## src/core/timer2_defs.vh

```
// register map, field positions, reset values and counts of the auto-reload timer
`ifndef TIMER2_DEFS_VH
`define TIMER2_DEFS_VH

// register offsets
`define ADDR_TIMER_CTRL   8'h00
`define ADDR_COUNT_LOW    8'h01
`define ADDR_COUNT_HIGH   8'h02
`define ADDR_RELOAD_LOW   8'h03
`define ADDR_RELOAD_HIGH  8'h04
`define ADDR_CLOCK_CTRL   8'h05
`define ADDR_IRQ_ENABLE   8'h06

// timer_ctrl_reg fields
`define CTRL_HIGH_OVF     7
`define CTRL_LOW_OVF      6
`define CTRL_LOW_IRQ_EN   5
`define CTRL_CAPTURE_EN   4
`define CTRL_SPLIT        3
`define CTRL_RUN          2
`define CTRL_EXT_HI       1
`define CTRL_EXT_LO       0

// clock_ctrl_reg fields
`define CLK_LOW_SEL       0
`define CLK_HIGH_SEL      1

// irq_enable_reg fields
`define IRQEN_TIMER       5

// reset values
`define RST_BYTE          8'h00

// external source codes
`define EXT_DIV12         2'h0
`define EXT_RTC8          2'h1
`define EXT_RESERVED      2'h2
`define EXT_CMP0          2'h3

// divider counts
`define SYS_DIV_COUNT     4'hC
`define RTC_DIV_COUNT     4'h8

`endif

```

## src/core/placeholder_unused.v

```verilog
// intentionally empty design unit
`timescale 1ns/1ps
`default_nettype none
`default_nettype wire

```

## src/core/timer2_autoreload_capture.v

```verilog
// 16-bit / dual 8-bit auto-reload timer with capture and register port
//
// Functional notes
// - count kept as separate low and high bytes
// - split bit clear gives one 16-bit counter
// - 16-bit wrap reloads pair (clears to zero in capture mode), sets high flag
// - timer irq enable requests on 16-bit overflow
// - low irq enable adds low-byte wrap interrupts
// - split mode: two 8-bit reloading counters (wrap to zero in capture mode)
// - split mode: run gates high byte only
// - per-byte source: system clock or external field
// - rtc and comparator inputs synchronised first
// - split mode: each byte wrap sets flag
// - split irq: high wrap, low too if enabled
// - flags cleared only by software writes
// - capture mode enabled by capture bit
// - capture on comparator rise or rtc/8
// - capture copies count to reload, sets flag
// - low flag set on any low-byte wrap
// - capture enable sits at control bit 4
//
// Chosen here: the register offsets and the address-and-strobe port.
`timescale 1ns/1ps
`default_nettype none
`include "timer2_defs.vh"

module timer2_autoreload_capture #(
   parameter [3:0] SYS_DIV = `SYS_DIV_COUNT,
   parameter [3:0] RTC_DIV = `RTC_DIV_COUNT
) (
   // clock and reset
   input  wire       clk,
   input  wire       arst_n,
   // register port
   input  wire [7:0] addr,
   input  wire [7:0] wdata,
   input  wire       wr_stb,
   input  wire       rd_stb,
   output reg  [7:0] rdata,
   // external count and capture sources
   input  wire       rtc_clk,
   input  wire       cmp0_out,
   // timer interrupt request
   output reg        irq
);

   // register state
   reg  [7:0]  count_low_r;
   reg  [7:0]  count_high_r;
   reg  [7:0]  reload_low_r;
   reg  [7:0]  reload_high_r;
   reg         high_ovf_flag_r;
   reg         low_ovf_flag_r;
   reg         low_ovf_irq_en_r;
   reg         capture_en_r;
   reg         split_mode_sel_r;
   reg         run_ctl_r;
   reg  [1:0]  ext_clk_sel_r;
   reg         low_clk_sel_r;
   reg         high_clk_sel_r;
   reg         timer_irq_en_r;
   reg  [3:0]  div12_r;
   reg  [3:0]  rtc_div_r;

   // next values
   reg  [7:0]  count_low_nxt;
   reg  [7:0]  count_high_nxt;
   reg  [7:0]  reload_low_nxt;
   reg  [7:0]  reload_high_nxt;
   reg         high_ovf_flag_nxt;
   reg         low_ovf_flag_nxt;
   reg  [7:0]  rdata_nxt;
   reg         lo_wrap;
   reg         hi_wrap;

   wire        rtc_rise;
   wire        cmp_rise;
   wire        div12_tick;
   wire        rtc8_tick;
   wire        lo_tick;
   wire        hi_tick;
   wire        cap_evt;
   wire [15:0] count16;
   wire [15:0] count16_inc;
   wire        wr_ctrl;
   wire [7:0]  ctrl_value;

   // source selection, shared by both bytes
   function src_tick;
      input       sys_sel;
      input [1:0] ext;
      input       t12;
      input       t8;
      input       tc;
      begin
         if (sys_sel) begin
            src_tick = 1'b1;
         end else begin
            case (ext)
               `EXT_DIV12: src_tick = t12;
               `EXT_RTC8:  src_tick = t8;
               `EXT_CMP0:  src_tick = tc;
               default:    src_tick = 1'b0;
            endcase
         end
      end
   endfunction

   edge_sync u_rtc_sync (
      .clk      (clk),
      .arst_n   (arst_n),
      .async_in (rtc_clk),
      .rise     (rtc_rise)
   );

   edge_sync u_cmp_sync (
      .clk      (clk),
      .arst_n   (arst_n),
      .async_in (cmp0_out),
      .rise     (cmp_rise)
   );

   assign div12_tick  = (div12_r == SYS_DIV - 4'h1);
   assign rtc8_tick   = rtc_rise && (rtc_div_r == RTC_DIV - 4'h1);

   assign lo_tick     = src_tick(low_clk_sel_r, ext_clk_sel_r,
                                 div12_tick, rtc8_tick, cmp_rise);
   assign hi_tick     = src_tick(high_clk_sel_r, ext_clk_sel_r,
                                 div12_tick, rtc8_tick, cmp_rise);

   // capture source picked by upper external select bit
   assign cap_evt     = capture_en_r &&
                        (ext_clk_sel_r[1] ? cmp_rise : rtc8_tick);

   assign count16     = {count_high_r, count_low_r};
   assign count16_inc = count16 + 16'h0001;

   assign wr_ctrl     = wr_stb && (addr == `ADDR_TIMER_CTRL);

   assign ctrl_value  = {high_ovf_flag_r, low_ovf_flag_r, low_ovf_irq_en_r,
                         capture_en_r, split_mode_sel_r, run_ctl_r, ext_clk_sel_r};

   // counting, reload, capture and flags
   always @* begin
      count_low_nxt     = count_low_r;
      count_high_nxt    = count_high_r;
      reload_low_nxt    = reload_low_r;
      reload_high_nxt   = reload_high_r;
      lo_wrap           = 1'b0;
      hi_wrap           = 1'b0;
      if (!split_mode_sel_r) begin
         if (run_ctl_r && lo_tick) begin
            if (count_low_r == 8'hFF) begin
               lo_wrap = 1'b1;
            end
            if (count16 == 16'hFFFF) begin
               hi_wrap = 1'b1;
               if (capture_en_r) begin
                  count_low_nxt  = 8'h00;
                  count_high_nxt = 8'h00;
               end else begin
                  count_low_nxt  = reload_low_r;
                  count_high_nxt = reload_high_r;
               end
            end else begin
               count_low_nxt  = count16_inc[7:0];
               count_high_nxt = count16_inc[15:8];
            end
         end
      end else begin
         // low byte runs regardless of run control
         if (lo_tick) begin
            if (count_low_r == 8'hFF) begin
               lo_wrap       = 1'b1;
               count_low_nxt = capture_en_r ? 8'h00 : reload_low_r;
            end else begin
               count_low_nxt = count_low_r + 8'h01;
            end
         end
         if (run_ctl_r && hi_tick) begin
            if (count_high_r == 8'hFF) begin
               hi_wrap        = 1'b1;
               count_high_nxt = capture_en_r ? 8'h00 : reload_high_r;
            end else begin
               count_high_nxt = count_high_r + 8'h01;
            end
         end
      end

      // software writes to the count win over counting
      if (wr_stb && (addr == `ADDR_COUNT_LOW)) begin
         count_low_nxt = wdata;
      end
      if (wr_stb && (addr == `ADDR_COUNT_HIGH)) begin
         count_high_nxt = wdata;
      end

      // capture wins over a software write to reload
      if (wr_stb && (addr == `ADDR_RELOAD_LOW)) begin
         reload_low_nxt = wdata;
      end
      if (wr_stb && (addr == `ADDR_RELOAD_HIGH)) begin
         reload_high_nxt = wdata;
      end
      if (cap_evt) begin
         reload_low_nxt  = count_low_r;
         reload_high_nxt = count_high_r;
      end

      // flags: hardware only sets, set beats a clearing write
      high_ovf_flag_nxt = (wr_ctrl ? wdata[`CTRL_HIGH_OVF] : high_ovf_flag_r)
                          | hi_wrap | cap_evt;
      low_ovf_flag_nxt  = (wr_ctrl ? wdata[`CTRL_LOW_OVF] : low_ovf_flag_r)
                          | lo_wrap;
   end

   // read data, valid the cycle after the strobe
   always @* begin
      rdata_nxt = 8'h00;
      if (rd_stb) begin
         if (addr == `ADDR_TIMER_CTRL) begin
            rdata_nxt = ctrl_value;
         end else if (addr == `ADDR_COUNT_LOW) begin
            rdata_nxt = count_low_r;
         end else if (addr == `ADDR_COUNT_HIGH) begin
            rdata_nxt = count_high_r;
         end else if (addr == `ADDR_RELOAD_LOW) begin
            rdata_nxt = reload_low_r;
         end else if (addr == `ADDR_RELOAD_HIGH) begin
            rdata_nxt = reload_high_r;
         end else if (addr == `ADDR_CLOCK_CTRL) begin
            rdata_nxt = {6'h00, high_clk_sel_r, low_clk_sel_r};
         end else if (addr == `ADDR_IRQ_ENABLE) begin
            rdata_nxt = {2'h0, timer_irq_en_r, 5'h00};
         end else begin
            rdata_nxt = 8'h00;
         end
      end
   end

   // prescalers
   always @(posedge clk or negedge arst_n) begin
      if (!arst_n) begin
         div12_r   <= 4'h0;
         rtc_div_r <= 4'h0;
      end else begin
         div12_r <= div12_tick ? 4'h0 : div12_r + 4'h1;
         if (rtc_rise) begin
            rtc_div_r <= rtc8_tick ? 4'h0 : rtc_div_r + 4'h1;
         end
      end
   end

   // counter, reload and flags
   always @(posedge clk or negedge arst_n) begin
      if (!arst_n) begin
         count_low_r     <= `RST_BYTE;
         count_high_r    <= `RST_BYTE;
         reload_low_r    <= `RST_BYTE;
         reload_high_r   <= `RST_BYTE;
         high_ovf_flag_r <= 1'b0;
         low_ovf_flag_r  <= 1'b0;
      end else begin
         count_low_r     <= count_low_nxt;
         count_high_r    <= count_high_nxt;
         reload_low_r    <= reload_low_nxt;
         reload_high_r   <= reload_high_nxt;
         high_ovf_flag_r <= high_ovf_flag_nxt;
         low_ovf_flag_r  <= low_ovf_flag_nxt;
      end
   end

   // configuration registers
   always @(posedge clk or negedge arst_n) begin
      if (!arst_n) begin
         low_ovf_irq_en_r <= 1'b0;
         capture_en_r     <= 1'b0;
         split_mode_sel_r <= 1'b0;
         run_ctl_r        <= 1'b0;
         ext_clk_sel_r    <= 2'h0;
         low_clk_sel_r    <= 1'b0;
         high_clk_sel_r   <= 1'b0;
         timer_irq_en_r   <= 1'b0;
      end else begin
         if (wr_ctrl) begin
            low_ovf_irq_en_r <= wdata[`CTRL_LOW_IRQ_EN];
            capture_en_r     <= wdata[`CTRL_CAPTURE_EN];
            split_mode_sel_r <= wdata[`CTRL_SPLIT];
            run_ctl_r        <= wdata[`CTRL_RUN];
            ext_clk_sel_r    <= wdata[`CTRL_EXT_HI:`CTRL_EXT_LO];
         end
         if (wr_stb && (addr == `ADDR_CLOCK_CTRL)) begin
            low_clk_sel_r  <= wdata[`CLK_LOW_SEL];
            high_clk_sel_r <= wdata[`CLK_HIGH_SEL];
         end
         if (wr_stb && (addr == `ADDR_IRQ_ENABLE)) begin
            timer_irq_en_r <= wdata[`IRQEN_TIMER];
         end
      end
   end

   // outputs
   always @(posedge clk or negedge arst_n) begin
      if (!arst_n) begin
         rdata <= 8'h00;
         irq   <= 1'b0;
      end else begin
         rdata <= rdata_nxt;
         // same gate serves both modes
         irq   <= timer_irq_en_r &&
                  (high_ovf_flag_r || (low_ovf_irq_en_r && low_ovf_flag_r));
      end
   end

endmodule

`default_nettype wire

```

## src/core/edge_sync.v

```verilog
// two-stage synchroniser with rising-edge pulse
`timescale 1ns/1ps
`default_nettype none

module edge_sync (
   // clock and reset
   input  wire clk,
   input  wire arst_n,
   // asynchronous level in
   input  wire async_in,
   // one-cycle pulse on a rising edge
   output reg  rise
);

   reg meta_r;
   reg sync_r;
   reg prev_r;

   always @(posedge clk or negedge arst_n) begin
      if (!arst_n) begin
         meta_r <= 1'b0;
         sync_r <= 1'b0;
         prev_r <= 1'b0;
         rise   <= 1'b0;
      end else begin
         meta_r <= async_in;
         sync_r <= meta_r;
         prev_r <= sync_r;
         rise   <= sync_r & ~prev_r;
      end
   end

endmodule

`default_nettype wire

```

## config.mk

```make
export PLATFORM = sky130hd
export DESIGN_NAME = timer2_autoreload_capture
export DESIGN_NICKNAME = d
export VERILOG_FILES = /design/src/core/placeholder_unused.v /design/src/core/timer2_autoreload_capture.v /design/src/core/edge_sync.v
export VERILOG_INCLUDE_DIRS = /design/src /design/src/core
export SDC_FILE = /design/constraint.sdc
export NUM_CORES = 1
export LEC_CHECK = 0
export BUFFER_PORTS_ARGS = -buffer_cell sky130_fd_sc_hd__buf_2
export CAP_MARGIN = 20
export CORE_ASPECT_RATIO = 0.7
export CORE_UTILIZATION = 35
export DETAILED_ROUTE_END_ITERATION = 12
export RECOVER_POWER = 50
export SLEW_MARGIN = 5
export SYNTH_ARGS = -nofsm -noshare
export SYNTH_HDL_FRONTEND = slang
export SYNTH_SLANG_ARGS = --single-unit
```

## constraint.sdc

```tcl
create_clock -name clk -period 2 [get_ports clk]
set_clock_uncertainty 0.15 [all_clocks]
set_input_delay 0.1 -clock clk [delete_from_list [all_inputs] [get_ports clk]]
set_output_delay 0.1 -clock clk [all_outputs]
set_load 0.02 [all_outputs]
```

Word-level counts from Yosys, hierarchy flattened
Cells that the tools add are included.
{"block": "classes", "bitwise": 7, "eq_ne": 15, "addsub": 5, "mux": 43, "reduce_logical": 22}
{"op": "8-bit 2-to-1 mux", "count": 24}
{"op": "8-bit by 3-bit equality test with 1-bit output, second input constant", "count": 3}
{"op": "16-bit by 1-bit adder with 16-bit output, second input constant", "count": 1}
{"op": "8-bit by 1-bit adder with 8-bit output, second input constant", "count": 2}
{"op": "16-bit equality test, second input constant", "count": 1}
{"op": "8-bit by 2-bit equality test with 1-bit output, second input constant", "count": 2}
{"op": "8-bit equality test, second input constant", "count": 2}
{"op": "1-bit 2-to-1 mux", "count": 14}
{"op": "1-bit logical AND", "count": 13}
{"op": "6-bit 2-to-1 mux", "count": 2}
{"op": "4-bit by 1-bit adder with 4-bit output, second input constant", "count": 2}
{"op": "8-bit by 1-bit equality test with 1-bit output, second input constant", "count": 1}
{"op": "8-bit logical NOT", "count": 1}
{"op": "4-bit 2-to-1 mux", "count": 2}
{"op": "3-bit by 1-bit != test with 1-bit output, second input constant", "count": 2}
{"op": "3-bit nonzero test", "count": 2}
{"op": "4-bit by 3-bit equality test with 1-bit output, second input constant", "count": 1}
{"op": "4-bit equality test, second input constant", "count": 1}
{"op": "2-bit AND reduction", "count": 2}
{"op": "2-bit nonzero test", "count": 2}
{"op": "1-bit OR", "count": 3}
{"op": "1-bit one-hot mux with 3 select lines", "count": 1}
{"op": "1-bit AND", "count": 2}
{"op": "2-bit by 1-bit equality test with 1-bit output, second input constant", "count": 1}
{"op": "4 further kinds", "count": 5}
{"block": "totals", "elab_cells": 118, "in_bits": 22, "register_bits": 68}

Logic depth before layout (Yosys ltp)
{"block": "depth", "word_depth": 9, "depth_mapped": 9, "depth_no_buf": 7}

By module
From an unflattened synthesis, not the netlist that was laid out.
{"block": "unflattened", "cells_unflattened": 414, "hier_area_um2": 3856.2}
{"mod": "timer2_autoreload_capture", "instances": 1, "area_per_inst_um2": 3628.5, "cells_each": 404, "seq_area_each_um2": 1501.4}
{"mod": "edge_sync", "instances": 2, "area_per_inst_um2": 113.9, "cells_each": 5, "seq_area_each_um2": 100.1}

Least setup slack after synthesis
Ideal clock, no wire load.
{"block": "synth_timing", "kind": "flip-flop to flip-flop", "startpoint": "register count_high_r[0]", "endpoint": "register count_low_r[5]", "setup_ns": 0.127, "stages_incl_launch_ff": 9, "slack_ns": -0.183, "synth_period_minus_slack_ns": 2.183, "arrival_ns": 1.905, "required_ns": 1.723, "cell_sequence": "dfrtp_1 > ha_1 > and3_1 > and2_1 > clkbuf_1 > o21ai_1 > a21oi_1 > o22ai_1 > mux2_1"}
{"block": "synth_via", "elab_chain_len": 5}
{"item": "start, declared", "line": "timer2_autoreload_capture.v:49", "text": "reg [7:0] count_high_r;"}
{"item": "start signal, assigned", "line": "timer2_autoreload_capture.v:258", "text": "count_high_r <= `RST_BYTE;"}
{"item": "start signal, assigned", "line": "timer2_autoreload_capture.v:265", "text": "count_high_r <= count_high_nxt;"}
{"item": "16-bit equality test", "line": "timer2_autoreload_capture.v:156", "text": "if (count16 == 16'hFFFF) begin"}
{"item": "8-bit 2-to-1 mux", "line": "timer2_autoreload_capture.v:156"}
{"item": "8-bit 2-to-1 mux", "line": "timer2_autoreload_capture.v:152", "text": "if (run_ctl_r && lo_tick) begin"}
{"item": "8-bit 2-to-1 mux", "line": "timer2_autoreload_capture.v:151", "text": "if (!split_mode_sel_r) begin"}
{"item": "8-bit 2-to-1 mux", "line": "timer2_autoreload_capture.v:191", "text": "if (wr_stb && (addr == `ADDR_COUNT_LOW)) begin"}
{"item": "end signal, assigned", "line": "timer2_autoreload_capture.v:257", "text": "count_low_r <= `RST_BYTE;"}
{"item": "end signal, assigned", "line": "timer2_autoreload_capture.v:264", "text": "count_low_r <= count_low_nxt;"}
{"item": "end, declared", "line": "timer2_autoreload_capture.v:48", "text": "reg [7:0] count_low_r;"}
Every way passes these cells. The select of a mux whose other input is x is not followed.
A chain may end at the register's enable or synchronous reset.

Final worst setup path
{"block": "layout_timing", "startpoint": "register div12_r[0]", "endpoint": "register count_low_r[5]"}
{"block": "layout_via", "elab_chain_len": 6, "word_cells_on_any_way": 7}
{"item": "start, declared", "line": "timer2_autoreload_capture.v:62", "text": "reg [3:0] div12_r;"}
{"item": "start signal, assigned", "line": "timer2_autoreload_capture.v:247", "text": "div12_r <= div12_tick ? 4'h0 : div12_r + 4'h1;"}
{"item": "4-bit equality test *", "line": "timer2_autoreload_capture.v:123", "text": "assign div12_tick = (div12_r == SYS_DIV - 4'h1);"}
{"item": "1-bit one-hot mux with 3 select lines *", "line": "timer2_autoreload_capture.v:99", "text": "case (ext)"}
{"item": "1-bit 2-to-1 mux *", "line": "timer2_autoreload_capture.v:96", "text": "if (sys_sel) begin"}
{"item": "1-bit logical AND", "line": "timer2_autoreload_capture.v:152"}
{"item": "3-bit nonzero test (no line)"}
{"item": "2-bit AND reduction (no line) *"}
Every way passes the cells marked *; elsewhere a longest branch is shown, timed or not.

==> metrics.md <==
| Metric | Value |
|---|---|
| Status | complete, but fails checks |
| Failing checks | negative setup slack |
| HPWL after detailed placement | around 9100 um |
| WL/cell | between 15 and 20 um |
| CTS root buf | clkbuf_16 |
| Final ANT Viol Nets | 0 |
| Period utilization | 1.06 |
| Power Density | about 950 nW/um^2 |
| CTS Buffer Depth | 2 |
| CP max FO | 8 |
| DR WL met3 | between 1000 and 1500 um |
| Routability cong. | 0.885 |
| EDFF count, synth | 0 |
| CP required | about 2100 ps |
| Syn avg cell area | 9.34 sq um |
| CP Launch Type | register |
| Max_slew headroom | 0.345 |
| FP Rows | 31 |
| Post-synth ARST share | 1.00 |
| CTS HTree Levels | 3 |
| HP Start | addr[0] |
| Synth warnings | 0 |
| IO Port Bufs | 30 |
| Most used flip-flop cell after synthesis | dfrtp_1 |
| Final Non-Filler Cells | just under 700 |
| Top Layer Used | met4 |
| DR vias | 3848 |
| Drc violations | 0 |
| Cell variety after synth | between 60 and 70 |
| Register area | 1700 sq um |
| Final Hold Fails | 0 |
| Max VDD drop | between 0.5 and 0.6 mV |
| Endpoint, Worst Hold | rdata[5] |
| R2R Setup Slk | -110 ps |
| Largest net degree at the start of global routing | slightly below 70 |
| Post-Route M1 WL | roughly 6300 um |
| Max-slew violation count | 0 |
| Gr usage total | 0.233 |
| Final setup margin | -111 ps |
| Max Fclk | 474 MHz |
| Reg2reg start | div12_r[0] |
| Placed cell count | approximately 650 |
| R2r worst-path depth | 8 |
| Layout Nets | 561 |
| Initial antenna violation count | 0 |
| Ports | 31 |
| Initial Utilization | 0.369 |
| ANT cells | 0 |
| Fill count | between 900 and 1000 |
| Post-synthesis sequential area ratio | 0.434 |
| Total wire length | about 13000 um |
| Routed wl met2 | around 5300 um |
| Leak Pwr | 2.35 nW |
| Mapped cell area | 3920 sq um |
| Fraction of layout cells with a size suffix above 1 | 0.339 |
| Crit Path Class | reg2reg |
| Syn nets | 446 |
| R2R Path End | count_low_r[5] |
| Overflow after GRT | 0 |
| Worst slew pin tran | 982 ps |
| CP endpoint kind | register |
| Min-Delay Path Depth | 3 |
| Multi-input gate area | 2180 sq um |
| Unrepaired setup endpoints after global routing | yes |
| Final setup fails | 10 |
| Max-cap violations | 0 |
| Vias per inst | 5.59 |
| Vias in the first global route | ~3600 |
| #FFs+latches synth | slightly below 70 |
| Initial DRC count | around 300 |
| Die Y | roughly 91 um |
| CTS tree | yes |
| Min-Delay Path Class | in2reg |
| Clock Latency Late Sink | around 340 ps |
| Area grow syn2layout | 36.5% |
| Crit path time final | roughly 2100 ps |
| Synth Instances | between 400 and 500 |
| DR pass1 iterations | 5 |
| Die area | about 12000 sq um |
| TritonCTS buffer count | 9 |
| Clk sinks | 68 |
| Setup TNS | -625 ps |
| Total core area | ~11000 sq um |
| CTS clk-pin slew, worst paths | 60 ps |
| DIE WIDTH | ~130 um |
| First-pass GRT wire length | 20400 um |
| Worst EP arrival | 2180 ps |
layout by cell type, fill, tap and decap left out, drive strengths merged, types with 6 or more instances in the layout:
| master | instances |
|---|---|
| nor2 | 44 |
| dlygate4sd3 | 11 |
| mux2 | 12 |
| xnor2 | 6 |
| a31oi | 12 |
| nor3 | 15 |
| inv | 13 |
| mux2i | 22 |
| o21ai | 23 |
| clkbuf | 11 |
| a211oi | 7 |
| dfrtp | 68 |
| nand3 | 8 |
| buf | 119 |
| nand2 | 31 |
| a21oi | 33 |
cell type report:
cell class,count,area share
inverter,13,0.00911
multi-input combinational,312,0.408
clock buffer,10,0.0428
tap,148,0.0346
timing repair buffer,131,0.180
clock inverter,6,0.00771
sequential,68,0.318
cells in the mapped netlist, types with 4 or more instances:
library cell,instances,area [sq um]
a21oi_1,33,165
a31oi_1,12,75.1
o221ai_1,4,35.0
dfrtp_1,68,1700
nor2b_1,5,31.3
nand2b_1,5,31.3
ha_1,4,50.1
nor3_1,11,55.1
nor3b_1,4,30.0
and2_1,4,25.0
o21ai_0,20,100
nand3_1,8,40.0
xnor2_1,6,52.6
inv_1,13,48.8
clkbuf_1,22,82.6
nor4_1,4,25.0
a211oi_1,6,45.0
nor2_1,43,161
mux2_2,9,101
nand2_1,31,116
a2111oi_0,5,43.8
nand4_1,5,31.3
mux2i_1,22,220
o22ai_1,4,25.0
and3_1,4,25.0
worst max-delay path, cell delays in order, from the launching register on:
cell,delay (ps)
dfrtp_1,350
ha_2,190
nand3b_1,130
o31ai_1,310
o32ai_1,150
buf_4,190
a21oi_1,140
o22ai_1,90
mux2_1,290
registers in the layout, summed over array words and instances, names as in the netlist, 2 cells and up:
register / flops
count_high_r: 8
count_low_r: 8
rdata: 8
reload_high_r: 8
reload_low_r: 8
div12_r: 4
rtc_div_r: 4
ext_clk_sel_r: 2
worst max path at each step:
| stage | endpoint | cells after the start | from |
|---|---|---|---|
| 2_1_floorplan | count_low_r[2] | 5 | addr[5] |
| 3_3_place_gp | count_low_r[4] | 7 | addr[5] |
| 3_5_place_dp | count_low_r[4] | 7 | addr[5] |
| 4_1_cts | count_high_r[4] | 8 | div12_r[0] |
| 5_1_grt | count_high_r[6] | 8 | div12_r[0] |
| 6_report | count_low_r[5] | 8 | div12_r[0] |
what timing repair did:
action	4_1_cts	5_1_grt
resized for setup	18	20
setup endpoints to repair	16	22
endpoints found under the hold margin	96	0
hold buffers	11	0
pin swaps	13	7
setup buffers	14	5
gates cloned	0	0
per-layer routing:
metal / global-route usage / up-vias
met5: 0 / -
met4: 0.0510 / 0
li1: - / 1801
met2: 0.317 / 183
met3: 0.0569 / 10
met1: 0.365 / 1854
metrics by stage:
stage	area [sq um]	setup slack, ps	hold slack, ps	util	power (mW)
after detailed placement	4760	-376	6.02	0.448	3.45
after CTS	5300	-79.1	3.97	0.499	5.04
after floorplan	3960	-115	-346	-	2.72
after global routing	5360	-201	39.4	0.504	5.35
final	5360	-111	14.8	0.504	5.09
after global placement	4760	-341	5.32	0.448	3.42
cell families (layout without fill, tap and decap cells):
group,Yosys count,count (layout),synth area share
and+or+nand+nor,145,145,0.199
AOI/OAI and AO/OA,122,122,0.205
DFF,68,68,0.434
buffers and inverters,40,160,0.0431
muxes,34,34,0.0906
xor gates and xnor gates,7,7,0.0156
adders and majority gates,4,4,0.0128
power breakdown:
| part | internal [mW] | total (mW) | leakage (nW) | switching (mW) |
|---|---|---|---|---|
| registers | 1.61 | 1.82 | 0.778 | 0.203 |
| logic | 0.883 | 1.81 | 1.45 | 0.928 |
| clock network | 0.836 | 1.46 | 0.124 | 0.622 |
Power figures use the tool's default switching activity.
